--- src/logic/fcih_pkg.sv ---
// shared constants and types of the flash command host controller
package fcih_pkg;
   // command codes written to the device
   localparam logic [7:0] CMD_READ_ARRAY = 8'hff;
   localparam logic [7:0] CMD_READ_ID = 8'h90;
   localparam logic [7:0] CMD_READ_STATUS = 8'h70;
   localparam logic [7:0] CMD_CLEAR_STATUS = 8'h50;
   localparam logic [7:0] CMD_ERASE_SETUP = 8'h20;
   localparam logic [7:0] CMD_CONFIRM = 8'hd0;
   localparam logic [7:0] CMD_PROGRAM_SETUP = 8'h40;
   localparam logic [7:0] CMD_PROGRAM_ALT = 8'h10;
   localparam logic [7:0] CMD_SUSPEND = 8'hb0;
   localparam logic [7:0] CMD_RESUME = 8'hd0;
   // identifier addresses
   localparam logic [17:0] ID_ADDR_MAKER = 18'h00000;
   localparam logic [17:0] ID_ADDR_DEVICE = 18'h00001;
   // status byte field positions
   localparam int SR_READY = 7;
   localparam int SR_ERASE_SUSP = 6;
   localparam int SR_ERASE_ERR = 5;
   localparam int SR_PROG_ERR = 4;
   localparam int SR_SUPPLY_LOW = 3;
   localparam int SR_PROG_SUSP = 2;
   localparam int SR_LOCK_VIOL = 1;
   // block select field of the address
   localparam int BLOCK_HI = 17;
   localparam int BLOCK_LO = 12;
   // own register byte offsets on apb
   localparam logic [7:0] REG_CTRL = 8'h00;
   localparam logic [7:0] REG_ADDR = 8'h04;
   localparam logic [7:0] REG_WDATA = 8'h08;
   localparam logic [7:0] REG_STATUS = 8'h0c;
   localparam logic [7:0] REG_RDATA = 8'h10;
   localparam logic [7:0] REG_DEVSTAT = 8'h14;
   localparam logic [7:0] REG_PINS = 8'h18;
   // control register fields
   localparam int CTRL_GO = 0;
   localparam int CTRL_OP_LO = 4;
   localparam int CTRL_OP_HI = 7;
   // pin control register fields
   localparam int PINS_LOCK = 0;
   localparam int PINS_HV = 1;
   localparam int PINS_PD = 2;
   // reset values
   localparam logic [15:0] WDATA_RST = 16'h0000;
   localparam logic [17:0] ADDR_RST = 18'h00000;
   // bus cycle timing in ns and cycles at 40 MHz
   localparam int CLK_NS = 25;
   localparam int STROBE_NS = 60;
   localparam int GAP_NS = 30;
   localparam int STROBE_CYC = (STROBE_NS + CLK_NS - 1) / CLK_NS;
   localparam int GAP_CYC = (GAP_NS + CLK_NS - 1) / CLK_NS;
   localparam logic [3:0] STROBE_CNT = 4'(STROBE_CYC);
   localparam logic [3:0] GAP_CNT = 4'(GAP_CYC);

   // operations software may ask for
   typedef enum logic [3:0] {
      OP_READ_ARRAY = 4'h0,
      OP_READ_ID = 4'h1,
      OP_READ_STATUS = 4'h2,
      OP_CLEAR_STATUS = 4'h3,
      OP_ERASE = 4'h4,
      OP_PROGRAM = 4'h5,
      OP_SUSPEND = 4'h6,
      OP_RESUME = 4'h7,
      OP_READ = 4'h8,
      OP_PROGRAM_ALT = 4'h9
   } fcih_op_t;

   // one bus cycle request to the pin engine
   typedef struct packed {
      logic write;
      logic [17:0] addr;
      logic [15:0] data;
   } fcih_cyc_t;

   // device side pins driven by the controller
   typedef struct packed {
      logic chipSelectN;
      logic outputEnableN;
      logic writeStrobeN;
      logic [17:0] addr;
      logic [15:0] dataOut;
      logic dataOeN;
   } fcih_pins_t;
endpackage

--- src/logic/fcih_host.sv ---
// apb controlled host that drives the flash command interface
// How it works
// - raise strobe between status reads
// - erase is setup then confirm in block
// - never output and write strobe together
// - issue only defined command codes
// - clear status before retrying failed erase; software issues the clear with OP_CLEAR_STATUS
`timescale 1ns/10ps
module fcih_host (
   // clock and reset
   input wire logic clk,
   input wire logic rst_n,
   // apb slave
   input wire logic psel,
   input wire logic penable,
   input wire logic pwrite,
   input wire logic [7:0] paddr,
   input wire logic [31:0] pwdata,
   output logic [31:0] prdata,
   output logic pready,
   output logic pslverr,
   // flash pins
   output logic chipSelectN,
   output logic outputEnableN,
   output logic writeStrobeN,
   output logic [17:0] flashAddr,
   output logic [15:0] dataOut,
   output logic dataOeN,
   input wire logic [15:0] dataIn,
   input wire logic readyBusyIn,
   output logic bootLockPin,
   output logic highVoltageSel,
   output logic powerdownResetPinN
);
   typedef enum logic [2:0] {
      SQ_IDLE = 3'b000,
      SQ_CMD = 3'b001,
      SQ_SECOND = 3'b011,
      SQ_WAIT = 3'b010,
      SQ_POLL = 3'b110
   } fcih_sq_t;

   fcih_sq_t sq_q, sq_d;
   logic [3:0] op_q, op_d;
   logic [17:0] addr_q, addr_d;
   logic [15:0] wdata_q, wdata_d;
   logic [15:0] rdata_q, rdata_d;
   logic [7:0] devStat_q, devStat_d;
   logic [2:0] pinCtl_q, pinCtl_d;
   logic busy_q, busy_d;
   logic err_q, err_d;
   logic rbMeta_q, rbSync_q;
   logic cycStart;
   fcih_pkg::fcih_cyc_t cycReq;
   logic cycDone;
   logic [15:0] cycData;
   fcih_pkg::fcih_pins_t pins;
   logic wrAcc;
   logic [7:0] firstCode;
   logic twoCycle;

   // ready/busy pin is asynchronous to clk
   always_ff @(posedge clk or negedge rst_n) begin
      if (!rst_n) begin
         rbMeta_q <= 1'b1;
         rbSync_q <= 1'b1;
      end else begin
         rbMeta_q <= readyBusyIn;
         rbSync_q <= rbMeta_q;
      end
   end

   fcih_bus_cycle u_cycle (
      .clk(clk),
      .rst_n(rst_n),
      .start(cycStart),
      .req(cycReq),
      .done(cycDone),
      .readData(cycData),
      .pins(pins),
      .dataIn(dataIn)
   );

   assign chipSelectN = pins.chipSelectN;
   assign outputEnableN = pins.outputEnableN;
   assign writeStrobeN = pins.writeStrobeN;
   assign flashAddr = pins.addr;
   assign dataOut = pins.dataOut;
   assign dataOeN = pins.dataOeN;
   assign bootLockPin = pinCtl_q[fcih_pkg::PINS_LOCK];
   assign highVoltageSel = pinCtl_q[fcih_pkg::PINS_HV];
   assign powerdownResetPinN = !pinCtl_q[fcih_pkg::PINS_PD];

   assign wrAcc = psel && penable && pwrite;
   assign pready = 1'b1;
   assign pslverr = 1'b0;

   // first cycle code for each operation; only defined codes
   always_comb begin
      twoCycle = 1'b0;
      case (fcih_pkg::fcih_op_t'(op_q))
         fcih_pkg::OP_READ_ARRAY: firstCode = fcih_pkg::CMD_READ_ARRAY;
         fcih_pkg::OP_READ_ID: firstCode = fcih_pkg::CMD_READ_ID;
         fcih_pkg::OP_READ_STATUS: firstCode = fcih_pkg::CMD_READ_STATUS;
         fcih_pkg::OP_CLEAR_STATUS: firstCode = fcih_pkg::CMD_CLEAR_STATUS; // clear before a retry
         fcih_pkg::OP_ERASE: begin
            firstCode = fcih_pkg::CMD_ERASE_SETUP;
            twoCycle = 1'b1;
         end
         fcih_pkg::OP_PROGRAM: begin
            firstCode = fcih_pkg::CMD_PROGRAM_SETUP;
            twoCycle = 1'b1;
         end
         fcih_pkg::OP_PROGRAM_ALT: begin
            firstCode = fcih_pkg::CMD_PROGRAM_ALT;
            twoCycle = 1'b1;
         end
         fcih_pkg::OP_SUSPEND: firstCode = fcih_pkg::CMD_SUSPEND;
         fcih_pkg::OP_RESUME: firstCode = fcih_pkg::CMD_RESUME;
         default: firstCode = fcih_pkg::CMD_READ_STATUS;
      endcase
   end

   always_comb begin
      sq_d = sq_q;
      op_d = op_q;
      addr_d = addr_q;
      wdata_d = wdata_q;
      rdata_d = rdata_q;
      devStat_d = devStat_q;
      pinCtl_d = pinCtl_q;
      busy_d = busy_q;
      err_d = err_q;
      cycStart = 1'b0;
      cycReq = '{write: 1'b1, addr: addr_q, data: {8'h00, firstCode}};
      if (wrAcc && !busy_q) begin
         case (paddr)
            fcih_pkg::REG_CTRL: begin
               if (pwdata[fcih_pkg::CTRL_GO]) begin
                  op_d = pwdata[fcih_pkg::CTRL_OP_HI:fcih_pkg::CTRL_OP_LO];
                  busy_d = 1'b1;
                  err_d = 1'b0;
                  sq_d = SQ_CMD;
               end
            end
            fcih_pkg::REG_ADDR: addr_d = pwdata[17:0];
            fcih_pkg::REG_WDATA: wdata_d = pwdata[15:0];
            fcih_pkg::REG_PINS: pinCtl_d = pwdata[2:0];
            default: ;
         endcase
      end
      case (sq_q)
         SQ_IDLE: ;
         SQ_CMD: begin
            // a plain read needs no command cycle
            cycStart = 1'b1;
            if (fcih_pkg::fcih_op_t'(op_q) == fcih_pkg::OP_READ) begin
               cycReq = '{write: 1'b0, addr: addr_q, data: 16'h0000};
            end
            sq_d = twoCycle ? SQ_SECOND : SQ_WAIT;
         end
         SQ_SECOND: begin
            if (cycDone) begin
               cycStart = 1'b1;
               // erase confirm at the same block address, bits 17..12
               if (fcih_pkg::fcih_op_t'(op_q) == fcih_pkg::OP_ERASE) begin
                  cycReq = '{write: 1'b1, addr: addr_q, data: {8'h00, fcih_pkg::CMD_CONFIRM}};
               end else begin
                  cycReq = '{write: 1'b1, addr: addr_q, data: wdata_q};
               end
               sq_d = SQ_POLL;
            end
         end
         SQ_WAIT: begin
            if (cycDone) begin
               rdata_d = cycData;
               busy_d = 1'b0;
               sq_d = SQ_IDLE;
            end
         end
         SQ_POLL: begin
            // device answers status reads after erase or program
            // status reads repeat until the busy pin shows ready
            if (cycDone) begin
               cycStart = 1'b1;
               cycReq = '{write: 1'b0, addr: addr_q, data: 16'h0000};
               if (rbSync_q) begin
                  sq_d = SQ_WAIT;
               end
            end
         end
         default: sq_d = SQ_IDLE;
      endcase
      // status captured after a busy poll; error summary from failure bits
      // only the final read of erase or program is surely a status byte
      if (sq_q == SQ_WAIT && cycDone && (op_q == 4'(fcih_pkg::OP_ERASE) || op_q == 4'(fcih_pkg::OP_PROGRAM)
          || op_q == 4'(fcih_pkg::OP_PROGRAM_ALT))) begin
         devStat_d = cycData[7:0];
         err_d = cycData[fcih_pkg::SR_ERASE_ERR] | cycData[fcih_pkg::SR_PROG_ERR]
               | cycData[fcih_pkg::SR_SUPPLY_LOW] | cycData[fcih_pkg::SR_LOCK_VIOL];
      end
   end

   always_ff @(posedge clk or negedge rst_n) begin
      if (!rst_n) begin
         sq_q <= SQ_IDLE;
         op_q <= 4'h0;
         addr_q <= fcih_pkg::ADDR_RST;
         wdata_q <= fcih_pkg::WDATA_RST;
         rdata_q <= 16'h0000;
         devStat_q <= 8'h00;
         pinCtl_q <= 3'h0;
         busy_q <= 1'b0;
         err_q <= 1'b0;
      end else begin
         sq_q <= sq_d;
         op_q <= op_d;
         addr_q <= addr_d;
         wdata_q <= wdata_d;
         rdata_q <= rdata_d;
         devStat_q <= devStat_d;
         pinCtl_q <= pinCtl_d;
         busy_q <= busy_d;
         err_q <= err_d;
      end
   end

   // read mux; suspend flags and lock/clear ordering stay software's job
   always_comb begin
      case (paddr)
         fcih_pkg::REG_CTRL: prdata = {24'h000000, op_q, 4'h0};
         fcih_pkg::REG_ADDR: prdata = {14'h0000, addr_q};
         fcih_pkg::REG_WDATA: prdata = {16'h0000, wdata_q};
         fcih_pkg::REG_STATUS: prdata = {29'h00000000, rbSync_q, err_q, busy_q};
         fcih_pkg::REG_RDATA: prdata = {16'h0000, rdata_q};
         fcih_pkg::REG_DEVSTAT: prdata = {24'h000000, devStat_q};
         fcih_pkg::REG_PINS: prdata = {29'h00000000, pinCtl_q};
         default: prdata = 32'h00000000;
      endcase
   end
endmodule

--- src/logic/fcih_bus_cycle.sv ---
// one timed read or write cycle on the flash pins
`timescale 1ns/10ps
module fcih_bus_cycle (
   // clock and reset
   input wire logic clk,
   input wire logic rst_n,
   // request from the sequencer
   input wire logic start,
   input wire fcih_pkg::fcih_cyc_t req,
   output logic done,
   output logic [15:0] readData,
   // pins toward the device
   output fcih_pkg::fcih_pins_t pins,
   input wire logic [15:0] dataIn
);
   typedef enum logic [1:0] {
      CY_IDLE = 2'b00,
      CY_STROBE = 2'b01,
      CY_GAP = 2'b11
   } fcih_cy_t;

   fcih_cy_t state_q, state_d;
   logic [3:0] cnt_q, cnt_d;
   fcih_pkg::fcih_pins_t pins_q, pins_d;
   logic [15:0] rdata_q, rdata_d;
   logic [15:0] dinMeta_q, dinSync_q;

   // data pins come from outside the clock domain
   always_ff @(posedge clk or negedge rst_n) begin
      if (!rst_n) begin
         dinMeta_q <= 16'h0000;
         dinSync_q <= 16'h0000;
      end else begin
         dinMeta_q <= dataIn;
         dinSync_q <= dinMeta_q;
      end
   end

   always_comb begin
      state_d = state_q;
      cnt_d = cnt_q;
      pins_d = pins_q;
      rdata_d = rdata_q;
      done = 1'b0;
      case (state_q)
         CY_IDLE: ;
         CY_STROBE: begin
            if (cnt_q != 4'h0) begin
               cnt_d = cnt_q - 4'h1;
            end else begin
               // strobes rise together; data stays driven past the edge
               rdata_d = dinSync_q;
               pins_d.chipSelectN = 1'b1;
               pins_d.outputEnableN = 1'b1;
               pins_d.writeStrobeN = 1'b1;
               cnt_d = fcih_pkg::GAP_CNT;
               state_d = CY_GAP;
            end
         end
         CY_GAP: begin
            // strobes stay high so the next status read relatches
            pins_d.dataOeN = 1'b1;
            if (cnt_q != 4'h0) begin
               cnt_d = cnt_q - 4'h1;
            end else begin
               done = 1'b1;
               state_d = CY_IDLE;
            end
         end
         default: state_d = CY_IDLE;
      endcase
      // a request may follow the gap at once, or a start raised with done is lost
      if (start && (state_q == CY_IDLE || done)) begin
         // never both strobes low: only one is asserted per cycle
         pins_d.chipSelectN = 1'b0;
         pins_d.outputEnableN = req.write;
         pins_d.writeStrobeN = !req.write;
         pins_d.addr = req.addr;
         pins_d.dataOut = req.data;
         pins_d.dataOeN = !req.write;
         cnt_d = fcih_pkg::STROBE_CNT;
         state_d = CY_STROBE;
      end
   end

   always_ff @(posedge clk or negedge rst_n) begin
      if (!rst_n) begin
         state_q <= CY_IDLE;
         cnt_q <= 4'h0;
         pins_q <= '{chipSelectN: 1'b1, outputEnableN: 1'b1, writeStrobeN: 1'b1,
                     addr: fcih_pkg::ADDR_RST, dataOut: fcih_pkg::WDATA_RST, dataOeN: 1'b1};
         rdata_q <= 16'h0000;
      end else begin
         state_q <= state_d;
         cnt_q <= cnt_d;
         pins_q <= pins_d;
         rdata_q <= rdata_d;
      end
   end

   assign pins = pins_q;
   assign readData = rdata_q;
endmodule

--- config.mk ---
export PLATFORM = sky130hd
export DESIGN_NAME = fcih_host
export DESIGN_NICKNAME = d
export VERILOG_FILES = /design/src/logic/fcih_pkg.sv /design/src/logic/fcih_host.sv /design/src/logic/fcih_bus_cycle.sv
export SDC_FILE = /design/constraint.sdc
export NUM_CORES = 1
export LEC_CHECK = 0
export ABC_AREA = 1
export BUFFER_PORTS_ARGS = -buffer_cell sky130_fd_sc_hd__buf_2
export CAP_MARGIN = 20
export CORE_UTILIZATION = 45
export CTS_BUF_LIST = sky130_fd_sc_hd__clkbuf_8
export CTS_CLUSTER_DIAMETER = 40
export DETAILED_ROUTE_END_ITERATION = 12
export MAX_ROUTING_LAYER = met4
export PLACE_DENSITY = 0.64
export SLEW_MARGIN = 40
export SYNTH_ARGS = -nofsm -noshare
export SYNTH_HDL_FRONTEND = slang
export SYNTH_SLANG_ARGS = --single-unit
export TNS_END_PERCENT = 100
--- constraint.sdc ---
create_clock -name clk -period 2.05 [get_ports clk]
set_input_delay 0.41 -clock clk [delete_from_list [all_inputs] [get_ports clk]]
set_output_delay 0.41 -clock clk [all_outputs]
set_load 0.005 [all_outputs]
==> results.md, run 1 <==
* First-pass GRT wire length at 26390 µm
* Grt ovf at 0
* Die Footprint at 16410 µm²
* Average wire per standard cell at 13.79 µm
* Crit path DAT at 1580 ps
* Hold Crit Endpoint: rbMeta_q$_DFF_PN1_
* Most frequent cells in the layout: nand2_1 (248), dfrtp_1 (158), buf_2 (105), o21ai_0 (88), inv_1 (80)
* Metal-1 WL at 7565 µm
* Pre-CTS setup slack at -18.06 ps
* Final Worst Setup Slack at 64.74 ps
* Reg2Reg Setup Slack at 230 ps
* Total Wirelength at 15930 µm
* I/O Buffers at 106
* Hold Vio Cnt, Final at 0
* Crit path max fanout at 8
* Worst setup path class: in -> out
* Mapped cell area at 7158 µm²
* Gpl congestion at 0.8551
* Clock Skew at 12.26 ps
* Seq cells post-synth at 164
* Root buf cell: clkbuf_8
* Crit share post-route at 0.9684
* CTS Sinks at 164
* Clk pin slew, worst setup/hold paths at 80 ps
* Vias/cell at 4.759
* Layout filler cell count at 1428
* Leakage at 4.543 nW
* Hold path start: readyBusyIn
* CTS H-Tree Depth at 4
* Hold Crit Depth at 1
* Crit. End Element: primary output
* PD cells at 736.4 nW/µm²
* Detailed Routing Iterations Pass 1 at 5
* Post-DP HPWL at 11730 µm
* Initial antenna violation count at 0
* Final setup fails at 0
* Antenna diode instance count at 0
* Finished Layout Cells at 1155
* Largest net degree at the start of global routing at 49
* Core area at 15370 µm²
* Clock latency on the worst-skew pair at 460 ps
* NumNets Final at 994
* Async S/R FF share, synth at 1.000
* Final min period at 1985 ps
* Max Used Layer: met4
* Sequential Power Share at 0.521
* Result of the run: finished clean
* Die width at 128.1 µm
* Combinational cell fraction of total power at 0.028
* Total power draw at 6.292 mW
* Met2 wire len at 7477 µm
* WHS at 49.56 ps
* Cell variety after synth at 39
* Die Ht at 128.1 µm
* Max Cap Violations at 0
* Initial DRC count at 414
* Most common cell after layout, fill and taps aside: nand2_1
* Critical Path Start Type: primary input
* DRC viols at 0
* Sw Share at 0.2131
* Row count at 45
* Total CTS buffers at 17
* WP data required at 1640 ps
* R2r endpoint: u_cycle.readData[1]$_DFFE_PN0P_
* Max Buffers Root-to-Sink at 2
* Gate Count Post-Synth at 799
* Crit Reg-Reg Startpoint: u_cycle.cnt_q[0]$_DFFE_PN0P_
* Ports at 137
* Worst VDD drop at 0.0004533 V
* Int Power at 4.951 mW
* Routed Antenna Nets at 0
* TritonCTS clock tree: built
* Placed cell count at 1121
* Synth Flop Type: dfrtp_1
* Average size of a mapped cell at 8.959 µm²
* Slew Viols, Final at 0
* Ys Warns at 0
* Vias at 5497
* Sequential-to-total area share from yosys stat at 0.5744
* Overall Global Routing Usage at 0.2182
* EDFF count, synth at 0
* FMAX at 503.7 MHz
* Power share of the clock group at 0.451
* Vias in the first global route at 5228
* Switch Pwr at 1.341 mW
* Initial core utilization at 0.4657
* Layout cells sized above 1 at 0.2362
* R2R depth at 9
* Worst min path class: in -> reg
* Area delta synth->final at 19.37%
* Met3 WL at 654 µm
## synth_stat cells (3+ instances only)
master	instances	share of area
nand4_1	4	0.0035
o31ai_1	8	0.0084
dfrtp_1	158	0.55
buf_6	10	0.016
o21ai_2	9	0.011
nor2_4	3	0.0047
nand3_1	29	0.020
inv_1	84	0.044
buf_4	20	0.021
nand2_4	5	0.0079
dfstp_2	6	0.022
nand2_1	255	0.13
o21ai_1	13	0.0091
clkinv_1	3	0.0016
buf_2	4	0.0028
o211ai_1	9	0.0094
o21ai_0	90	0.063
nand2_2	4	0.0035
inv_2	3	0.0016
a21oi_1	9	0.0063
nor2_1	50	0.026
## per-stage QoR
step / TNS, ps / util / area [µm²]
2_1_floorplan: 0 / - / 7211
3_3_place_gp: -1.016 / 0.5193 / 7981
3_5_place_dp: -18.06 / 0.5193 / 7981
4_1_cts: 0 / 0.5525 / 8492
5_1_grt: -0.4584 / 0.5559 / 8544
6_report: 0 / 0.5559 / 8544
## layer usage
| layer | vias up | global-route usage |
|---|---|---|
| met2 | 137 | 0.3408 |
| met5 | - | - |
| met3 | 15 | 0.05134 |
| met1 | 2588 | 0.2823 |
| met4 | 0 | 0.06782 |
| li1 | 2757 | - |
## worst max-delay path, cell delays in order
cell and delay, ps:
buf_2 110, inv_2 60, nand2_4 70, nor3_4 250, nand2_4 130, buf_4 190
o211ai_1 190, buf_2 150
## state kept, by name, indices dropped and copies added, names as in the netlist
register	flops
rbMeta_q	1
u_cycle.dinMeta_q	16
addr_q	18
pinCtl_q	3
u_cycle.dinSync_q	16
sq_q	3
u_cycle.pins	38
wdata_q	16
rdata_q	16
u_cycle.cnt_q	4
op_q	4
busy_q	1
u_cycle.readData	16
err_q	1
u_cycle.state_q	2
devStat_q	8
rbSync_q	1
## worst max-delay path by stage
stage               startpoint          to  slack [ps]
floorplan             paddr[5]   prdata[6]         320
global placement      paddr[4]  prdata[13]          -1
detailed placement    paddr[4]  prdata[13]         -20
CTS                   paddr[0]   prdata[3]           5
global route          paddr[5]  prdata[11]        -0.5
finish                paddr[1]  prdata[15]          60
## power groups by stage
stage | clock (mW) | sequential, mW | combinational (mW)
2_1_floorplan | 0 | 3.34 | 0.0479
3_3_place_gp | 0 | 3.34 | 0.176
3_5_place_dp | 0 | 3.34 | 0.177
4_1_cts | 2.89 | 3.28 | 0.180
5_1_grt | 3.03 | 3.28 | 0.205
6_report | 2.84 | 3.28 | 0.178
## layout make-up
cell class	instances	area, µm²	area share
Clock buffer	18	247.7	0.02899
Clock inverter	14	247.7	0.02899
Inverter	91	352.8	0.04129
Multi-Input combinational cell	520	2482	0.2905
Sequential cell	164	4111	0.4812
Tap cell	211	264.0	0.03090
Timing Repair Buffer	137	838.3	0.09811
## repair_timing
item | CTS | global route
pin swaps | 0 | 7
buffers inserted | 0 | 1
hold buffers | 1 | 0
gates resized for setup | 2 | 20
endpoints found under the setup margin | 2 | 13
endpoints found under the hold margin | 44 | 0
## cell families (layout without fill, tap and decap cells)
group | Yosys count | in the layout | share of synthesized area
AND/OR/NAND/NOR | 361 | 361 | 0.2187
flip-flops | 164 | 164 | 0.5744
AO/OA/AOI/OAI | 141 | 141 | 0.1112
buffers and inverters | 129 | 260 | 0.09177
other | 2 | 16 | 0.001049
adder cells (fa/ha/maj) | 1 | 1 | 0.001748
XOR/XNOR | 1 | 1 | 0.001224
Power figures use the tool's default switching activity.
==> inputs of run 2 (changes only) <==
--- a/config.mk
+++ b/config.mk
@@ -14,6 +14,7 @@
 export DETAILED_ROUTE_END_ITERATION = 12
 export MAX_ROUTING_LAYER = met4
 export PLACE_DENSITY = 0.64
+export RECOVER_POWER = 25
 export SLEW_MARGIN = 40
 export SYNTH_ARGS = -nofsm -noshare
 export SYNTH_HDL_FRONTEND = slang
==> run 2 against run 1 <==
Largest power group unchanged; largest cell class unchanged; hold slack is essentially flat; register-to-register slack is essentially flat; non-clock buffer count is the same; clock power is essentially flat; highest routed layer unchanged; die area is the same; worst setup slack gained 6.6 ps; combinational power is essentially flat; wire length is essentially flat; sequential cell count is the same; critical endpoint is now prdata[11]; first-iteration DRC count is the same; critical path depth is the same; sequential power is essentially flat.
==> results.md, run 2 (synthesis gave the netlist of run 1 again) <==
* Most frequent cells in the layout: nand2_1 (248), dfrtp_1 (158), buf_2 (105), o21ai_0 (88), inv_1 (80)
* GR Util met2 at 0.3408
* Overall Global Routing Usage at 0.2182
* WHS at 49.26 ps
* I/O Buffers at 106
* Die Ht at 128.1 µm
* Clock Skew at 12.18 ps
* Row count at 45
* Antenna diode instance count at 0
* Gpl congestion at 0.8551
* Final setup fails at 0
* Clk pin slew, worst setup/hold paths at 80 ps
* Final Worst Setup Slack at 71.35 ps
* Slew at the pin closest to its max-slew limit at 1264 ps
* Crit share post-route at 0.9652
* Crit Reg-Reg Startpoint: u_cycle.cnt_q[0]$_DFFE_PN0P_
* Crit. End Element: primary output
* Worst min path class: in -> reg
* Total power draw at 6.289 mW
* FMAX at 505.4 MHz
* Pre-CTS setup slack at -18.06 ps
* Crit path max fanout at 8
* Area delta synth->final at 19.16%
* Max FFs per register at 38
* Worst path max stage delay at 250 ps
* Setup TNS at 0 ps
* Max-slew headroom at 0.1576
* Ports at 137
* Vias/cell at 4.753
* Root buf cell: clkbuf_8
* Fin area at 8529 µm²
* Finished Layout Cells at 1155
* Final min period at 1979 ps
* Max Buffers Root-to-Sink at 2
* Clock latency on the worst-skew pair at 460 ps
* Average wire per standard cell at 13.78 µm
* Detailed Routing Iterations Pass 1 at 5
* Grt ovf at 0
* Total Wirelength at 15920 µm
* Crit path DAT at 1570 ps
* Critical-path top delay cell: nor3_4
* NumNets Final at 994
* Vias at 5490
* Critical-path cell list: buf_2 -> inv_2 -> nand2_4 -> nor3_4 -> nand2_4 -> buf_4 -> o211ai_1 -> buf_2
* Most common cell after layout, fill and taps aside: nand2_1
* Dominant delay contributor by cell family on the critical path: buffers and inverters
* First-pass GRT wire length at 26390 µm
* Routed Antenna Nets at 0
* PD cells at 737.4 nW/µm²
* Initial DRC count at 414
* Hold path start: readyBusyIn
* Max Cap Violations at 0
* R2R depth at 9
* Placed cell count at 1121
* Worst VDD drop at 0.0004532 V
* Fin util at 0.5549
* Vias in the first global route at 5228
* Initial core utilization at 0.4657
* Die width at 128.1 µm
* CTS Sinks at 164
* CP bufs+invs at 4
* Gr busiest metal: met2
* Slew Viols, Final at 0
* DRC viols at 0
* Largest net degree at the start of global routing at 49
* Total CTS buffers at 17
* Number of cells on the critical path at 8
* WP data required at 1640 ps
* Post-DP Area at 7981 µm²
* Layout cells sized above 1 at 0.2362
* Initial antenna violation count at 0
* CTS H-Tree Depth at 4
* Result of the run: finished clean
* Critical Path Start Type: primary input
* Met3 Use GR at 0.05134
* Hold Crit Depth at 1
* Crit. Startpoint: paddr[1]
* Hold Vio Cnt, Final at 0
* Die Footprint at 16410 µm²
* Worst setup path class: in -> out
* M1 GR Usage at 0.2823
* Post-DP HPWL at 11730 µm
* Core area at 15370 µm²
* Leakage at 4.538 nW
* TritonCTS clock tree: built
run 2: worst paths after layout:
check | to | slack, ps
setup / recovery | prdata[11] | 70
hold / removal | rbMeta_q$_DFF_PN1_ | 50
setup reg to reg | u_cycle.readData[1]$_DFFE_PN0P_ | 230
hold reg to reg | u_cycle.dinSync_q[11]$_DFF_PN0_ | 350
max in group asynchronous | u_cycle.pins[37]$_DFFE_PN1P_ | 290
min in group asynchronous | addr_q[17]$_DFFE_PN0P_ | 750
run 2: per-layer routing:
| layer | routed length (µm) | vias to the layer above |
|---|---|---|
| li1 | - | 2757 |
| met1 | 7585 | 2580 |
| met2 | 7433 | 136 |
| met3 | 665 | 17 |
| met4 | 235 | 0 |
| met5 | 0 | - |
run 2: cell type report:
type | count | area (µm²)
timing repair buffer | 137 | 823.3
inverter | 91 | 352.8
sequential | 164 | 4111
fill | 1433 | 6842
multi-input combinational | 520 | 2482
clock buffer | 18 | 247.7
clock inverter | 14 | 247.7
tap | 211 | 264.0
run 2: timing repair:
action,CTS,global route
pin swaps,0,7
endpoints found under the hold margin,44,0
hold buffers,1,0
resized for setup,2,20
setup endpoints to repair,2,13
buffers inserted,0,1
run 2: where the power goes:
group | internal [mW] | switching, mW | leakage (nW)
clock | 1.62 | 1.21 | 0.251
combinational | 0.0570 | 0.118 | 2.28
sequential | 3.27 | 0.00910 | 2.01
total | 4.95 | 1.34 | 4.54
run 2: worst register-to-register path, delay by kind of cell (launching register included):
family / cells / cell delay [ps]
AO/OA/AOI/OAI: 1 / 70
adder cells (fa/ha/maj): 1 / 270
flip-flops: 1 / 370
buffers and inverters: 4 / 670
AND/OR/NAND/NOR: 3 / 340
==> inputs of run 3 (changes only) <==
--- a/config.mk
+++ b/config.mk
@@ -8,12 +8,12 @@
 export ABC_AREA = 1
 export BUFFER_PORTS_ARGS = -buffer_cell sky130_fd_sc_hd__buf_2
 export CAP_MARGIN = 20
-export CORE_UTILIZATION = 45
+export CORE_UTILIZATION = 35
 export CTS_BUF_LIST = sky130_fd_sc_hd__clkbuf_8
 export CTS_CLUSTER_DIAMETER = 40
 export DETAILED_ROUTE_END_ITERATION = 12
 export MAX_ROUTING_LAYER = met4
-export PLACE_DENSITY = 0.64
+export PLACE_DENSITY = 0.52
 export RECOVER_POWER = 25
 export SLEW_MARGIN = 40
 export SYNTH_ARGS = -nofsm -noshare
==> run 3 against run 2 <==
Clock skew rose by 1.7 ps; die area rose by 28%; non-clock buffer count rose by 2; total power fell by 7.8%; final area rose by 0.23%; wire length rose by 8.1%; sequential share of layout area fell by 0.11 points.
==> results.md, run 3 (synthesis gave the netlist of run 1 again) <==
* Gpl congestion at 0.8401
* Slew Viols, Final at 0
* Initial DRC count at 367
* Grt ovf at 0
* Max Cap Violations at 0
* Vias in the first global route at 5201
* Core area at 19780 µm²
* Worst VDD drop at 0.0004920 V
* WP data required at 1640 ps
* Max FFs per register at 38
* Post-DP Area at 8064 µm²
* Average wire per standard cell at 14.20 µm
* Total CTS buffers at 17
* CTS H-Tree Depth at 4
* FMAX at 509.5 MHz
* Most common cell after layout, fill and taps aside: nand2_1
* Ports at 137
* Most frequent cells in the layout: nand2_1 (247), dfrtp_1 (158), buf_2 (103), o21ai_0 (86), inv_1 (77)
* Fin area at 8549 µm²
* Crit share post-route at 0.9574
* Initial core utilization at 0.3619
* Vias/cell at 4.495
* RSZ-0062 raised after global routing: no
* DRC viols at 0
* Initial antenna violation count at 1
* CTS Sinks at 164
* Routed Antenna Nets at 0
* Clock latency on the worst-skew pair at 460 ps
* Max Buffers Root-to-Sink at 2
* Max-slew headroom at 0.2517
* Result of the run: finished clean
* I/O Buffers at 106
* Detailed Routing Iterations Pass 1 at 5
* Root buf cell: clkbuf_8
* Clock Skew at 13.87 ps
* Hold Vio Cnt, Final at 0
* Overall Global Routing Usage at 0.1777
* Final setup fails at 0
* Clk pin slew, worst setup/hold paths at 90 ps
* Finished Layout Cells at 1212
* Crit path max fanout at 6
* Vias at 5448
* Reg2Reg Setup Slack at 240 ps
* First-pass GRT wire length at 28090 µm
* PD cells at 678.2 nW/µm²
* Row count at 51
* Die width at 145.0 µm
* Crit. End Element: primary output
* Largest net degree at the start of global routing at 42
* Worst setup path class: in -> out
* Post-DP HPWL at 12700 µm
* Die Footprint at 21030 µm²
* Layout cells sized above 1 at 0.2410
* Final min period at 1963 ps
* Leakage at 4.508 nW
* Worst min path class: in -> reg
* Slew at the pin closest to its max-slew limit at 1122 ps
* Placed cell count at 1175
* Die Ht at 145.0 µm
* NumNets Final at 996
* Total Wirelength at 17210 µm
* Crit path DAT at 1550 ps
* Critical Path Start Type: primary input
* TritonCTS clock tree: built
* Area delta synth->final at 19.44%
-- run 3: cell types whose count changed in the layout (fill, tap and decap cells not counted), sizes merged --
cell | previous run | this run
bufinv | 6 | 1
clkinvlp | 1 | 4
dlygate4sd3 | 1 | 3
clkinv | 6 | 7
diode | 0 | 1
inv | 92 | 93
-- run 3: cell type report --
class / count / area [µm²]
sequential: 164 / 4111
timing repair buffer: 139 / 877.1
tap: 265 / 331.6
antenna: 1 / 2.502
inverter: 91 / 351.6
multi-input combinational: 520 / 2485
clock inverter: 14 / 142.6
fill: 2038 / 11230
clock buffer: 18 / 247.7
-- run 3: repair_timing --
action / CTS / global route
pin swaps: 0 / 8
hold buffers: 1 / 2
gates resized for setup: 3 / 25
setup endpoints to repair: 5 / 14
buffers inserted: 0 / 1
hold endpoints to repair: 36 / 2
-- run 3: per-layer routing --
| layer | share of wire | up-vias | track usage |
|---|---|---|---|
| met5 | 0 | - | - |
| met4 | 0.0064 | 0 | 0.04149 |
| met3 | 0.036 | 7 | 0.04119 |
| met2 | 0.48 | 106 | 0.2695 |
| met1 | 0.48 | 2561 | 0.2406 |
| li1 | - | 2774 | - |
-- run 3: worst paths after layout --
kind,startpoint,to,cells past startpoint
max in group asynchronous,rst_n,u_cycle.dinMeta_q[8]$_DFF_PN0_,3
worst min register to register,u_cycle.dinMeta_q[9]$_DFF_PN0_,u_cycle.dinSync_q[9]$_DFF_PN0_,0
worst min-delay path,readyBusyIn,rbMeta_q$_DFF_PN1_,1
min in group asynchronous,rst_n,u_cycle.pins[16]$_DFFE_PN0P_,2
worst max register to register,u_cycle.cnt_q[0]$_DFFE_PN0P_,u_cycle.pins[10]$_DFFE_PN0P_,8
worst max-delay path,paddr[1],prdata[6],12
-- run 3: power breakdown --
group          internal (mW)  leakage [nW]  total (mW)  switching (mW)
sequential              3.27          2.01        3.28         0.00842
clock                   1.03         0.193        2.33            1.30
combinational         0.0658          2.31       0.187           0.122
total                   4.36          4.51        5.80            1.43
-- run 3: through the flow --
stage	TNS (ps)	power, mW	setup WS [ps]	hold WS (ps)	utilization
after CTS	0	5.881	11.23	8.730	0.4282
final	0	5.798	87.42	45.61	0.4322
after global routing	0	6.043	0.3818	0.1272	0.4322
after global placement	-33.77	3.522	-11.69	331.3	0.4077
after detailed placement	-48.05	3.523	-13.83	334.7	0.4077
after floorplan	0	3.386	324.5	114.4	-
-- run 3: worst max-delay path, cell delays in order --
cell     delay, ps
buf_6           90
inv_2           60
nand2_4         70
nor3_4         260
buf_6          130
nand2_1         50
inv_2          120
nand2_2         60
nand2_2         70
inv_2           30
nand2_1         80
buf_2          120
